$ cat config.mk
export PLATFORM = sky130hd
export DESIGN_NAME = diskette_host_regs
export DESIGN_NICKNAME = d
export VERILOG_FILES = /design/src/rtl/diskette_regs_pkg.sv /design/src/rtl/diskette_host_regs.sv
export SDC_FILE = /design/constraint.sdc
export NUM_CORES = 1
export LEC_CHECK = 0
export ABC_AREA = 1
export BUFFER_PORTS_ARGS = -buffer_cell sky130_fd_sc_hd__buf_2
export CAP_MARGIN = 10
export CORE_ASPECT_RATIO = 2
export CORE_MARGIN = 1
export CORE_UTILIZATION = 60
export CTS_CLUSTER_DIAMETER = 200
export DETAILED_ROUTE_END_ITERATION = 6
export PLACE_DENSITY_LB_ADDON = 0.1
export SLEW_MARGIN = 0
export SYNTH_ARGS = -nofsm -noshare
export SYNTH_HDL_FRONTEND = slang
export SYNTH_SLANG_ARGS = --single-unit
$ cat constraint.sdc
create_clock -name clk -period 7.4 [get_ports clk]
set_input_delay 1.48 -clock clk [delete_from_list [all_inputs] [get_ports clk]]
set_output_delay 1.48 -clock clk [all_outputs]
set_load 0.05 [all_outputs]
$ cat src/rtl/diskette_regs_pkg.sv
// constants, carrier structs and state encodings for the diskette register
// bank; assumes a 100 MHz core clock and an 8-bit host I/O bus
package diskette_regs_pkg;

	// clock
	localparam int CLK_PERIOD_NS = 10;

	// host I/O addresses, primary and secondary groups
	localparam logic [9:0] ADDR_DTYPE_PRI = 10'h3F1;
	localparam logic [9:0] ADDR_OUTCTL_PRI = 10'h3F2;
	localparam logic [9:0] ADDR_STATUS_PRI = 10'h3F4;
	localparam logic [9:0] ADDR_DATA_PRI = 10'h3F5;
	localparam logic [9:0] ADDR_DIAG_PRI = 10'h3F7;
	localparam logic [9:0] ADDR_FIXED_PRI = 10'h1F7;
	localparam logic [9:0] ADDR_DTYPE_SEC = 10'h371;
	localparam logic [9:0] ADDR_OUTCTL_SEC = 10'h372;
	localparam logic [9:0] ADDR_STATUS_SEC = 10'h374;
	localparam logic [9:0] ADDR_DATA_SEC = 10'h375;
	localparam logic [9:0] ADDR_DIAG_SEC = 10'h377;
	localparam logic [9:0] ADDR_FIXED_SEC = 10'h177;

	// decoded register selector
	localparam logic [2:0] SEL_NONE = 3'h0;
	localparam logic [2:0] SEL_DTYPE = 3'h1;
	localparam logic [2:0] SEL_OUTCTL = 3'h2;
	localparam logic [2:0] SEL_STATUS = 3'h3;
	localparam logic [2:0] SEL_DATA = 3'h4;
	localparam logic [2:0] SEL_DIAG = 3'h5;
	localparam logic [2:0] SEL_FIXED = 3'h6;

	// output control register fields and reset value
	localparam int OC_MOTOR_B = 5;
	localparam int OC_MOTOR_A = 4;
	localparam int OC_INT_DMA = 3;
	localparam int OC_FUNC_RUN = 2;
	localparam int OC_DRIVE_SEL = 0;
	localparam logic [7:0] OUTCTL_RESET = 8'h00;

	// transfer rate codes and reset value
	localparam logic [1:0] RATE_500K = 2'h0;
	localparam logic [1:0] RATE_300K = 2'h1;
	localparam logic [1:0] RATE_250K = 2'h2;
	localparam logic [1:0] RATE_RSVD = 2'h3;
	localparam logic [1:0] RATE_RESET = RATE_500K;

	// fixed disk status value, bit 7 forced high
	localparam logic [7:0] FIXED_STATUS = 8'h80;

	// write pulse widths (longest time, rounded down)
	localparam int WR_PULSE_8M_NS = 150;
	localparam int WR_PULSE_4M8_NS = 208;
	localparam int WR_PULSE_4M_NS = 250;
	localparam logic [4:0] WR_CYC_8M = 5'(WR_PULSE_8M_NS / CLK_PERIOD_NS);
	localparam logic [4:0] WR_CYC_4M8 = 5'(WR_PULSE_4M8_NS / CLK_PERIOD_NS);
	localparam logic [4:0] WR_CYC_4M = 5'(WR_PULSE_4M_NS / CLK_PERIOD_NS);

	// bit cell periods per rate
	localparam int CELL_500K_NS = 2000;
	localparam int CELL_300K_NS = 3333;
	localparam int CELL_250K_NS = 4000;
	localparam logic [8:0] CELL_CYC_500K = 9'(CELL_500K_NS / CLK_PERIOD_NS);
	localparam logic [8:0] CELL_CYC_300K = 9'(CELL_300K_NS / CLK_PERIOD_NS);
	localparam logic [8:0] CELL_CYC_250K = 9'(CELL_250K_NS / CLK_PERIOD_NS);

	// step timing (least times, rounded up)
	localparam int DIR_SETUP_NS = 1000;
	localparam int STEP_ACTIVE_NS = 5000;
	localparam int DIR_HOLD_NS = 24000;
	localparam logic [11:0] DIR_SETUP_CYC =
		12'((DIR_SETUP_NS + CLK_PERIOD_NS - 1) / CLK_PERIOD_NS);
	localparam logic [11:0] STEP_ACTIVE_CYC =
		12'((STEP_ACTIVE_NS + CLK_PERIOD_NS - 1) / CLK_PERIOD_NS);
	localparam logic [11:0] DIR_HOLD_CYC =
		12'((DIR_HOLD_NS + CLK_PERIOD_NS - 1) / CLK_PERIOD_NS);

	// step sequencer states
	typedef enum logic [3:0] {
		STEP_IDLE   = 4'b0001,
		STEP_SETUP  = 4'b0010,
		STEP_ACTIVE = 4'b0100,
		STEP_HOLD   = 4'b1000
	} step_state_t;

	// status handed up by the command engine
	typedef struct packed {
		logic nonDma;
		logic busy;
		logic seekB;
		logic seekA;
	} core_status_t;

	// drive-side inputs
	typedef struct packed {
		logic trackZero_n;
		logic writeProtect_n;
		logic index_n;
		logic diskChange;
	} drive_in_t;

	// drive-side outputs, all active high
	typedef struct packed {
		logic headSelect;
		logic step;
		logic direction;
		logic motorA;
		logic motorB;
		logic selectA;
		logic selectB;
		logic writeGate;
		logic writeData;
		logic reducedWrite;
	} drive_out_t;

endpackage

$ cat src/rtl/diskette_host_regs.sv
// host register bank and drive port of a two-drive diskette controller
// assumes host pins and drive pins are asynchronous to clk; the command
// engine sits beside it on clk and talks through the core-side ports
`timescale 1ns/100ps

module diskette_host_regs
	import diskette_regs_pkg::*;
#(
	parameter int STACK_DEPTH = 16
) (
	input  wire logic                            clk,
	input  wire logic                            reset_n,
	input  wire logic [9:0]                      hostAddr,
	input  wire logic [7:0]                      hostDataIn,
	output logic [7:0]                           hostDataOut,
	output logic                                 hostDataOe_n,
	input  wire logic                            ioRead_n,
	input  wire logic                            ioWrite_n,
	input  wire logic                            addrEnable,
	input  wire logic                            driveGroupSelect,
	input  wire logic                            densityHighA,
	input  wire logic                            densityHighB,
	input  wire logic                            hard_disk_present_n,
	input  wire logic [6:0]                      fixedDiskBits,
	input  wire diskette_regs_pkg::drive_in_t    driveIn,
	output diskette_regs_pkg::drive_out_t        driveOut,
	input  wire diskette_regs_pkg::core_status_t coreStatus,
	input  wire logic                            cmdPop,
	output logic [7:0]                           cmdByte,
	output logic                                 cmdAvail,
	input  wire logic                            resultPush,
	input  wire logic [7:0]                      resultByte,
	input  wire logic                            stepReq,
	input  wire logic                            stepOutward,
	input  wire logic                            headUpper,
	input  wire logic                            writeGateReq,
	input  wire logic                            writeBitReq,
	output logic                                 stepDone,
	output logic                                 bitCellTick,
	output logic                                 coreRun,
	output logic                                 intDmaEnable,
	output diskette_regs_pkg::drive_in_t         driveInSync
);
	import diskette_regs_pkg::*;

	localparam int PIN_W = 36;
	localparam int PW = $clog2(STACK_DEPTH);
	localparam logic [PW:0] FULL = (PW+1)'(STACK_DEPTH);

	// address decode, shared by read and write paths
	function automatic logic [2:0] decode(input logic [9:0] a,
		input logic primary, input logic noHardCard);
		logic [2:0] s;
		s = SEL_NONE;
		if (primary) begin
			if (a == ADDR_DTYPE_PRI) s = SEL_DTYPE;
			if (a == ADDR_OUTCTL_PRI) s = SEL_OUTCTL;
			if (a == ADDR_STATUS_PRI) s = SEL_STATUS;
			if (a == ADDR_DATA_PRI) s = SEL_DATA;
			if (a == ADDR_DIAG_PRI) s = SEL_DIAG;
			if (a == ADDR_FIXED_PRI && noHardCard) s = SEL_FIXED;
		end else begin
			if (a == ADDR_DTYPE_SEC) s = SEL_DTYPE;
			if (a == ADDR_OUTCTL_SEC) s = SEL_OUTCTL;
			if (a == ADDR_STATUS_SEC) s = SEL_STATUS;
			if (a == ADDR_DATA_SEC) s = SEL_DATA;
			if (a == ADDR_DIAG_SEC) s = SEL_DIAG;
			if (a == ADDR_FIXED_SEC && noHardCard) s = SEL_FIXED;
		end
		return s;
	endfunction

	logic [1:0]       rstPipe;
	logic             rstN;
	logic [PIN_W-1:0] pinMeta, pinSync;
	logic             iorS, iowS, aenS, groupS, densAS, densBS, hdcS;
	logic [9:0]       addrS;
	logic [7:0]       dataS;
	logic [6:0]       fixedS;
	drive_in_t        drvS;
	logic             iorPrev, iowPrev, rdRise, wrRise;
	logic [2:0]       rdSel, wrSel_reg, rdSel_reg;
	logic [7:0]       wrData_reg;
	logic [7:0]       output_control_reg;
	logic [1:0]       rate_reg;
	logic             funcRun;
	logic [7:0]       cmdMem [STACK_DEPTH];
	logic [7:0]       resMem [STACK_DEPTH];
	logic [PW-1:0]    cmdWr, cmdRd, resWr, resRd;
	logic [PW:0]      cmdCount, resCount;
	logic             cmdPush, resPop, doCmdPop, doResPush;
	logic [7:0]       statusByte, readMux;
	logic [8:0]       cellCnt, cellLen;
	logic [4:0]       wrCnt, wrLen;
	logic             wrPulse;
	step_state_t      stepState_reg;
	logic [11:0]      stepCnt;
	logic             stepDir_reg;

	// reset release through two flops
	always_ff @(posedge clk or negedge reset_n) begin
		if (!reset_n) rstPipe <= 2'h0;
		else rstPipe <= {rstPipe[0], 1'b1};
	end
	assign rstN = rstPipe[1];

	// two-flop synchroniser for every pin input; idle strobes read high
	always_ff @(posedge clk or negedge reset_n) begin
		if (!reset_n) begin
			pinMeta <= '1;
			pinSync <= '1;
		end else begin
			pinMeta <= {ioRead_n, ioWrite_n, addrEnable, hostAddr, hostDataIn,
				driveGroupSelect, densityHighA, densityHighB,
				hard_disk_present_n, fixedDiskBits, driveIn};
			pinSync <= pinMeta;
		end
	end
	assign {iorS, iowS, aenS, addrS, dataS, groupS, densAS, densBS, hdcS,
		fixedS, drvS} = pinSync;

	// strobe edges; a write commits on the trailing edge of its strobe
	always_ff @(posedge clk or negedge rstN) begin
		if (!rstN) begin
			iorPrev <= 1'b1;
			iowPrev <= 1'b1;
		end else begin
			iorPrev <= iorS;
			iowPrev <= iowS;
		end
	end
	assign rdRise = iorS & ~iorPrev;
	assign wrRise = iowS & ~iowPrev;
	assign rdSel = decode(addrS, groupS, hdcS);

	// capture address and data while a strobe is low; cycles while the
	// DMA owns the bus are dropped, so no register sees them
	always_ff @(posedge clk or negedge rstN) begin
		if (!rstN) begin
			wrSel_reg <= SEL_NONE;
			rdSel_reg <= SEL_NONE;
			wrData_reg <= 8'h00;
		end else begin
			if (!iowS) begin
				wrSel_reg <= aenS ? SEL_NONE : rdSel;
				wrData_reg <= dataS;
			end else if (wrRise) begin
				wrSel_reg <= SEL_NONE;
			end
			if (!iorS) rdSel_reg <= aenS ? SEL_NONE : rdSel;
			else if (rdRise) rdSel_reg <= SEL_NONE;
		end
	end

	// output control register, write-only, cleared by host reset
	always_ff @(posedge clk or negedge rstN) begin
		if (!rstN) output_control_reg <= OUTCTL_RESET;
		else if (wrRise && wrSel_reg == SEL_OUTCTL)
			output_control_reg <= wrData_reg;
	end
	assign funcRun = output_control_reg[OC_FUNC_RUN];

	// rate register shares the diagnostic address; reserved code ignored
	always_ff @(posedge clk or negedge rstN) begin
		if (!rstN) rate_reg <= RATE_RESET;
		else if (wrRise && wrSel_reg == SEL_DIAG &&
			wrData_reg[1:0] != RATE_RSVD)
			rate_reg <= wrData_reg[1:0];
	end

	// command bytes written by the host, drained by the engine
	assign cmdPush = wrRise && wrSel_reg == SEL_DATA && cmdCount != FULL;
	assign doCmdPop = cmdPop && cmdCount != '0;
	always_ff @(posedge clk or negedge rstN) begin
		if (!rstN) begin
			cmdWr <= '0;
			cmdRd <= '0;
			cmdCount <= '0;
		end else if (!funcRun) begin
			cmdWr <= '0;
			cmdRd <= '0;
			cmdCount <= '0;
		end else begin
			if (cmdPush) cmdWr <= cmdWr + 1'b1;
			if (doCmdPop) cmdRd <= cmdRd + 1'b1;
			cmdCount <= cmdCount + (PW+1)'(cmdPush) - (PW+1)'(doCmdPop);
		end
	end
	always_ff @(posedge clk) begin
		if (cmdPush) cmdMem[cmdWr] <= wrData_reg;
	end

	// result bytes pushed by the engine, read by the host one at a time
	assign resPop = rdRise && rdSel_reg == SEL_DATA && resCount != '0;
	assign doResPush = resultPush && resCount != FULL;
	always_ff @(posedge clk or negedge rstN) begin
		if (!rstN) begin
			resWr <= '0;
			resRd <= '0;
			resCount <= '0;
		end else if (!funcRun) begin
			resWr <= '0;
			resRd <= '0;
			resCount <= '0;
		end else begin
			if (doResPush) resWr <= resWr + 1'b1;
			if (resPop) resRd <= resRd + 1'b1;
			resCount <= resCount + (PW+1)'(doResPush) - (PW+1)'(resPop);
		end
	end
	always_ff @(posedge clk) begin
		if (doResPush) resMem[resWr] <= resultByte;
	end

	// main status: ready follows whichever stack the direction points at
	always_comb begin
		statusByte = 8'h00;
		statusByte[6] = resCount != '0;
		statusByte[7] = funcRun &&
			(statusByte[6] || cmdCount != FULL);
		statusByte[5] = coreStatus.nonDma;
		statusByte[4] = coreStatus.busy;
		statusByte[1] = coreStatus.seekB;
		statusByte[0] = coreStatus.seekA;
	end

	// read multiplexer; write-only addresses do not answer
	always_comb begin
		case (rdSel_reg)
			SEL_DTYPE: readMux = {6'h00, densBS, densAS};
			SEL_STATUS: readMux = statusByte;
			SEL_DATA: readMux = resMem[resRd];
			SEL_DIAG: readMux = {drvS.diskChange, fixedS};
			SEL_FIXED: readMux = FIXED_STATUS;
			default: readMux = 8'h00;
		endcase
	end

	// data bus drive, enable low while a readable register answers
	always_ff @(posedge clk or negedge rstN) begin
		if (!rstN) begin
			hostDataOut <= 8'h00;
			hostDataOe_n <= 1'b1;
		end else begin
			hostDataOut <= readMux;
			hostDataOe_n <= iorS || rdSel_reg == SEL_NONE ||
				rdSel_reg == SEL_OUTCTL;
		end
	end

	// bit cell divider; one-cycle enable at the selected transfer rate
	always_comb begin
		case (rate_reg)
			RATE_300K: cellLen = CELL_CYC_300K;
			RATE_250K: cellLen = CELL_CYC_250K;
			default: cellLen = CELL_CYC_500K;
		endcase
	end
	always_ff @(posedge clk or negedge rstN) begin
		if (!rstN) begin
			cellCnt <= 9'h000;
			bitCellTick <= 1'b0;
		end else begin
			bitCellTick <= funcRun && cellCnt == 9'h000;
			if (!funcRun || cellCnt == 9'h000) cellCnt <= cellLen - 9'h001;
			else cellCnt <= cellCnt - 9'h001;
		end
	end

	// write pulse width tracks the rate; no pulse without the write gate
	always_comb begin
		case (rate_reg)
			RATE_300K: wrLen = WR_CYC_4M8;
			RATE_250K: wrLen = WR_CYC_4M;
			default: wrLen = WR_CYC_8M;
		endcase
	end
	always_ff @(posedge clk or negedge rstN) begin
		if (!rstN) begin
			wrCnt <= 5'h00;
			wrPulse <= 1'b0;
		end else if (!funcRun || !writeGateReq) begin
			wrCnt <= 5'h00;
			wrPulse <= 1'b0;
		end else if (writeBitReq && !wrPulse) begin
			wrCnt <= wrLen - 5'h01;
			wrPulse <= 1'b1;
		end else if (wrCnt != 5'h00) begin
			wrCnt <= wrCnt - 5'h01;
		end else begin
			wrPulse <= 1'b0;
		end
	end

	// step sequencer: direction set up, pulse, then hold past trailing edge
	always_ff @(posedge clk or negedge rstN) begin
		if (!rstN) begin
			stepState_reg <= STEP_IDLE;
			stepCnt <= 12'h000;
			stepDir_reg <= 1'b0;
			stepDone <= 1'b0;
		end else if (!funcRun) begin
			stepState_reg <= STEP_IDLE;
			stepCnt <= 12'h000;
			stepDone <= 1'b0;
		end else begin
			stepDone <= 1'b0;
			if (stepCnt != 12'h000) stepCnt <= stepCnt - 12'h001;
			case (stepState_reg)
				STEP_IDLE: if (stepReq) begin
					stepDir_reg <= stepOutward;
					stepCnt <= DIR_SETUP_CYC - 12'h001;
					stepState_reg <= STEP_SETUP;
				end
				STEP_SETUP: if (stepCnt == 12'h000) begin
					stepCnt <= STEP_ACTIVE_CYC - 12'h001;
					stepState_reg <= STEP_ACTIVE;
				end
				STEP_ACTIVE: if (stepCnt == 12'h000) begin
					stepCnt <= DIR_HOLD_CYC - 12'h001;
					stepState_reg <= STEP_HOLD;
				end
				STEP_HOLD: if (stepCnt == 12'h000) begin
					stepDone <= 1'b1;
					stepState_reg <= STEP_IDLE;
				end
				default: stepState_reg <= STEP_IDLE;
			endcase
		end
	end

	// drive outputs; everything toward the drives except motorA and motorB is low in function reset
	always_ff @(posedge clk or negedge rstN) begin
		if (!rstN) begin
			driveOut.headSelect <= 1'b0;
			driveOut.step <= 1'b0;
			driveOut.direction <= 1'b0;
			driveOut.motorA <= 1'b0;
			driveOut.motorB <= 1'b0;
			driveOut.selectA <= 1'b0;
			driveOut.selectB <= 1'b0;
			driveOut.writeGate <= 1'b0;
			driveOut.writeData <= 1'b0;
			driveOut.reducedWrite <= 1'b0;
		end else begin
			driveOut.headSelect <= funcRun && headUpper;
			driveOut.step <= funcRun &&
				stepState_reg == STEP_ACTIVE;
			driveOut.direction <= funcRun && stepDir_reg;
			driveOut.motorA <= output_control_reg[OC_MOTOR_A];
			driveOut.motorB <= output_control_reg[OC_MOTOR_B];
			driveOut.selectA <= funcRun &&
				!output_control_reg[OC_DRIVE_SEL];
			driveOut.selectB <= funcRun &&
				output_control_reg[OC_DRIVE_SEL];
			driveOut.writeGate <= funcRun && writeGateReq;
			// gated again here so data never outlives the gate by a cycle
			driveOut.writeData <= funcRun && writeGateReq &&
				wrPulse;
			driveOut.reducedWrite <= funcRun &&
				rate_reg != RATE_500K;
		end
	end

	// core-side registered outputs
	always_ff @(posedge clk or negedge rstN) begin
		if (!rstN) begin
			cmdByte <= 8'h00;
			cmdAvail <= 1'b0;
			coreRun <= 1'b0;
			intDmaEnable <= 1'b0;
			driveInSync <= '1;
		end else begin
			cmdByte <= cmdMem[cmdRd];
			cmdAvail <= cmdCount != '0 && !doCmdPop;
			coreRun <= funcRun;
			intDmaEnable <= output_control_reg[OC_INT_DMA];
			driveInSync <= drvS;
		end
	end
endmodule // diskette_host_regs

# After elaboration in Yosys (flattened, before gate mapping)
# Memory sizes are Yosys's and may differ from the RTL's. A register that Yosys moved wholly into a read port is not among the register bits.
# Cells that the tools add are included.
word_totals:
  ff_bits: 184
  out_inout_bits: 36
  n_memories: 2
  elab_cells: 205
  ramBits: 256
classes:
  muxes: 57
  n_bitwise: 4
  addsub: 13
  reduce_logical: 45
  n_eq_ne: 41
mem_list:
  columns: ["memory", "depth", "width", "read_ports", "rd_ports_with_merged_regs", "wr", "line_no", "text"]
  rows:
  - ["cmdMem", 16, 8, 1, 1, 1, "diskette_host_regs.sv:87", "logic [7:0] cmdMem [STACK_DEPTH];"]
  - ["resMem", 16, 8, 1, 0, 1, "diskette_host_regs.sv:88", "logic [7:0] resMem [STACK_DEPTH];"]
op_table:
  columns: ["op", "n"]
  rows:
  - ["== test 10 bit, second input constant", 10]
  - ["2-to-1 mux 12 bit", 5]
  - ["2-to-1 mux 4 bit", 13]
  - ["2-to-1 mux 3 bit", 14]
  - ["one-hot mux 8 bit (5 select lines)", 1]
  - ["one-hot mux 12 bit (3 select lines)", 1]
  - ["2-to-1 mux 5 bit", 5]
  - ["logical AND 1 bit", 23]
  - ["== test 10 x 9 -> 1 bit, second input constant", 2]
  - ["one-hot mux 9 bit (2 select lines)", 1]
  - ["subtractor 9 x 1 -> 9 bit, second input constant", 2]
  - ["adder 4 x 1 -> 4 bit, second input constant", 4]
  - ["one-hot mux 4 bit (4 select lines)", 1]
  - ["== test 3 bit, second input constant", 5]
  - ["inequality test 3 bit, second input constant", 5]
  - ["nonzero test 5 bit", 3]
  - ["logical NOT 12 bit", 1]
  - ["2-to-1 mux 1 bit", 12]
  - ["inequality test 2 x 1 -> 1 bit, second input constant", 6]
  - ["nonzero test 12 bit", 1]
  - ["subtractor 12 x 1 -> 12 bit, second input constant", 1]
  - ["adder 5 x 1 -> 5 bit", 2]
  - ["inequality test 5 bit, second input constant", 2]
  - ["one-hot mux 5 bit (2 select lines)", 1]
  - ["other kinds (23)", 39]

# Longest topological paths before layout
logic_depth:
  ltp_word: 10
  depth_mapped: 16
  mapped_depth_nobuf: 16

# Worst setup path before layout
# Ideal clock, no wire load.
synth_timing:
  path_kind: "input to register"
  start: "in cmdPop"
  end: "reg cmdCount[4]"
  t_required_ns: 7.268
  slack_ns: 4.264
  path_stages: 13
  n_path_buf: 0
  arrival_ns: 3.004
  path_cell_list: "nand2_1 > inv_1 > ha_1 > inv_1 > ha_1 > fa_1 > nand2_1 > inv_1 > nor2_1 > nor2_1 > nor2_1 > xor2_1 > nor2_1"
synth_via:
  elab_chain_len: 3
synth_lines:
  columns: ["item", "line_no", "text"]
  rows:
  - ["start, declared", "diskette_host_regs.sv:28", "input wire logic cmdPop,"]
  - ["logical AND 1 bit", "diskette_host_regs.sv:173", "assign doCmdPop = cmdPop && cmdCount != '0;"]
  - ["subtractor 5 x 1 -> 5 bit", "diskette_host_regs.sv:186", "cmdCount <= cmdCount + (PW+1)'(cmdPush) - (PW+1)'(doCmdPop);"]
  - ["2-to-1 mux 5 bit", "diskette_host_regs.sv:179", "end else if (!funcRun) begin"]
  - ["end signal, assigned", "diskette_host_regs.sv:186", null]
  - ["end, declared", "diskette_host_regs.sv:90", "logic [PW:0] cmdCount, resCount;"]
# No other way between the ends.
# A chain may end at the register's enable or synchronous reset.

# Worst setup path after layout
layout_timing:
  start: "reg pinSync[34]"
  end: "reg cmdCount[4]"
layout_via:
  elab_chain_len: 6
layout_lines:
  columns: ["item", "line_no", "text"]
  rows:
  - ["start, declared", "diskette_host_regs.sv:75", "logic [PIN_W-1:0] pinMeta, pinSync;"]
  - ["start signal, assigned", "diskette_host_regs.sv:116", "pinSync <= pinMeta;"]
  - ["AND 1 bit", "diskette_host_regs.sv:133", "assign wrRise = iowS & ~iowPrev;"]
  - ["logical AND 1 bit (2 in a row)", "diskette_host_regs.sv:172", "assign cmdPush = wrRise && wrSel_reg == SEL_DATA && cmdCount != FULL;"]
  - ["adder 5 x 1 -> 5 bit", "diskette_host_regs.sv:186", null]
  - ["subtractor 5 x 1 -> 5 bit", "diskette_host_regs.sv:186", null]
  - ["2-to-1 mux 5 bit", "diskette_host_regs.sv:179", null]
# No other way between the ends.

==> metrics.md <==
| Metric | Value |
|---|---|
| Outcome | finished, violations left |
| Violated checks | DRC |
| Hold slack | 0.3504 ns |
| Final #Nets | 1710 |
| Crit path max fanout | 16 |
| Die height | 247.0 µm |
| Biggest cell delay along the critical path | 0.63 ns |
| Comb pwr share | 13.5% |
| Fin crit share | 39.27% |
| DRC errors left | 1 |
| WP data required | 7.81 ns |
| Share of cells above drive strength 1 | 16.54% |
| Internal power | 4154 µW |
| Unique masters post-synth | 51 |
| Post-Syn Area | 0.01800 mm² |
| Cts bufs inserted | 38 |
| Num rows | 89 |
| CP max stage cell | dfstp_2 |
| Top FF cell, synth | edfxtp_1 |
| Clk Latency, worst-skew pair | 0.55 ns |
| TritonCTS clock tree | done |
| Final Skew | 0.01424 ns |
| Number of max-cap violations | 0 |
| FMAX | 344.1 MHz |
| GP Congestion | 0.8774 |
| Worst path arrival time | 3.32 ns |
| RSZ-0062 raised after global routing | no |
| Actual slew at the worst max-slew pin | 1.150 ns |
| Final setup TNS | 0 ns |
| DP Wirelength | 27620 µm |
| Post-Place Cells | 1945 |
| CTS root buf | clkbuf_16 |
| Final std cells w/o fill | 2020 |
| Switching power | 1523 µW |
| Initial antenna violation count | 5 |
| Asr flop ratio synth | 42.73% |
| P_leak | 0.008077 µW |
| Slew Viols, Final | 0 |
| Final wirelength | 41300 µm |
| Wire per inst | 20.45 µm |
| Initial core utilization | 61.00% |
| Post-synth EDFFs | 256 |
| Syn Nets | 1630 |
| Die X | 124.5 µm |
| Hold Path Class | reg -> reg |
| Worst path cell trace | inv_2, nor3_2, nand3_1, ha_1, inv_1, ha_1, fa_1, nand2_1, inv_1, nor2_1, nor2_1, nor2_1, xor2_1, nor2_1 |
| Syn Area/Cell | 11.68 µm² |
| TritonCTS Sinks | 447 |
| First-pass GRT wire length | 64450 µm |
| Sequential Power Share | 50.3% |
| Final hold vios | 0 |
| Setup crit end kind | flop |
| Regs by FF count | cmdMem x128, resMem x128 |
| Die area | 0.03074 mm² |
| Pwr Density | 283.9 mW/mm² |
| Max VDD drop | 0.2661 mV |
| Number of synthesized register bits | 447 |
| DR vias/cell | 5.794 |
| Post-synthesis sequential area ratio | 69.81% |
| P&R area growth vs syn | 11.08% |
| Post-CTS sizing | 0 |
| Clk slew on worst S/H paths | 0.07 ns |
| Most used cell, CP | nor2_1 |
| Clock power frac | 36.2% |
| Largest net degree at the start of global routing | 75 |
| Startpoint types | flop |
| Port bufs | 92 |
| Sw frac | 26.82% |
| Clock tree buffer depth | 3 |
| WS Path Type | reg -> reg |
| ANT nets after route | 0 |
| Initial DRT Pass Iterations | 7 |
| Max_slew headroom | 23.25% |
| Core area | 0.02951 mm² |
| All-Layer GR Usage | 27.63% |
| Total number of vias | 11700 |
| # IOs | 93 |
| Final setup violation count | 0 |
| Synth warnings | 0 |
| Min Tclk post-route | 2.906 ns |
| CTS HTree Levels | 2 |
| CTS Hold Buffers Added | 0 |
| Post-CTS Setup Repair Bufs | 0 |
| Syn Inst Count | 1541 |
| Gr ovfl total | 0 |
| Drt first-iter violations | 820 |
| Vias in the first global route | 11970 |
## kinds of logic (layout without fill, tap and decap cells)
family                     after synthesis  in the layout  share of synthesized area [%]
DFF                                    447            447                          69.81
muxes                                    1              1                        0.06255
and+or+nand+nor                        567            567                          13.34
xor gates and xnor gates                13             13                         0.6742
other                                    1              6                        0.02083
buffers and inverters                  193            303                          4.323
AOI/OAI and AO/OA                      287            287                          9.459
adders and majority gates               32             32                          2.307
## power by group through the flow
stage / combinational, µW / clock [µW] / sequential, µW
final: 765 / 2050 / 2860
after global routing: 859 / 2180 / 2870
after CTS: 767 / 2080 / 2860
after detailed placement: 762 / 0 / 2910
after global placement: 744 / 0 / 2900
after floorplan: 526 / 0 / 2940
## final cells by class
class                           count  area, µm²
Timing Repair Buffer               99      515.5
Sequential cell                   447      12570
Fill cell                        2162       9513
Inverter                          134      503.0
Multi-Input combinational cell    901       4657
Clock buffer                       50       1079
Tap cell                          364      455.4
Antenna cell                        5      12.51
Clock inverter                     20      203.9
## through the flow
stage	utilization, %	setup WS (ns)	cell area [µm²]	power (µW)
after floorplan	-	3.853	18000	3462
after global placement	63.38	4.015	18700	3644
after detailed placement	63.38	3.999	18700	3669
after CTS	67.72	4.467	19980	5706
after global routing	67.76	4.219	20000	5906
final	67.76	4.494	20000	5677
## synth_stat cells, types with 17 or more instances
| cell type | n | share of area, % |
|---|---|---|
| o211ai_1 | 21 | 0.88 |
| nor2_1 | 258 | 5.4 |
| dfrtp_1 | 111 | 15 |
| dfstp_2 | 80 | 12 |
| o21ai_0 | 180 | 5.0 |
| buf_2 | 27 | 0.75 |
| o221ai_1 | 38 | 1.8 |
| a21oi_1 | 19 | 0.53 |
| inv_1 | 125 | 2.6 |
| nand2_1 | 174 | 3.6 |
| nand3_1 | 77 | 2.1 |
| edfxtp_1 | 256 | 43 |
| nor3_1 | 17 | 0.47 |
| ha_1 | 30 | 2.1 |
| clkbuf_1 | 26 | 0.54 |
## critical path: cells and delay by family, from the launching register on
| kind | cells | cell delay [ns] |
|---|---|---|
| XOR/XNOR | 1 | 0.16 |
| buffers and inverters | 3 | 0.25 |
| flip-flops | 1 | 0.63 |
| AND/OR/NAND/NOR | 7 | 0.81 |
| adder cells (fa/ha/maj) | 3 | 0.92 |
## worst paths after layout
| path | from | slack [ns] | to | depth (start not counted) |
|---|---|---|---|---|
| max | pinSync[34] | 4.49 | cmdCount[4] | 14 |
| min | rstPipe[0] | 0.35 | rstPipe[1] | 0 |
| max reg2reg | pinSync[34] | 4.49 | cmdCount[4] | 14 |
| min reg2reg | rstPipe[0] | 0.35 | rstPipe[1] | 0 |
| max in group asynchronous | rstPipe[1] | 5.60 | stepDir_reg | 1 |
| min in group asynchronous | rstPipe[1] | 0.43 | rdSel_reg[2] | 0 |
## per-layer routing
| layer | routed length [µm] | up-vias | GRT usage (%) |
|---|---|---|---|
| met3 | 1481 | 102 | 3.116 |
| li1 | - | 5474 | - |
| met2 | 23460 | 323 | 53.44 |
| met4 | 2035 | 0 | 14.74 |
| met1 | 14330 | 5804 | 28.80 |
| met5 | 0 | - | 0 |
## layout by cell type (no fill, tap or decap), drive strengths merged, types with 19 or more instances in the layout
cell / instances
clkbuf: 50
edfxtp: 256
inv: 136
nand3: 78
nor3: 20
o21ai: 183
nor2: 265
o211ai: 21
nand2: 182
dfstp: 80
a21oi: 19
buf: 99
o221ai: 38
ha: 30
dfrtp: 111
(Power assumes the default switching activity.)
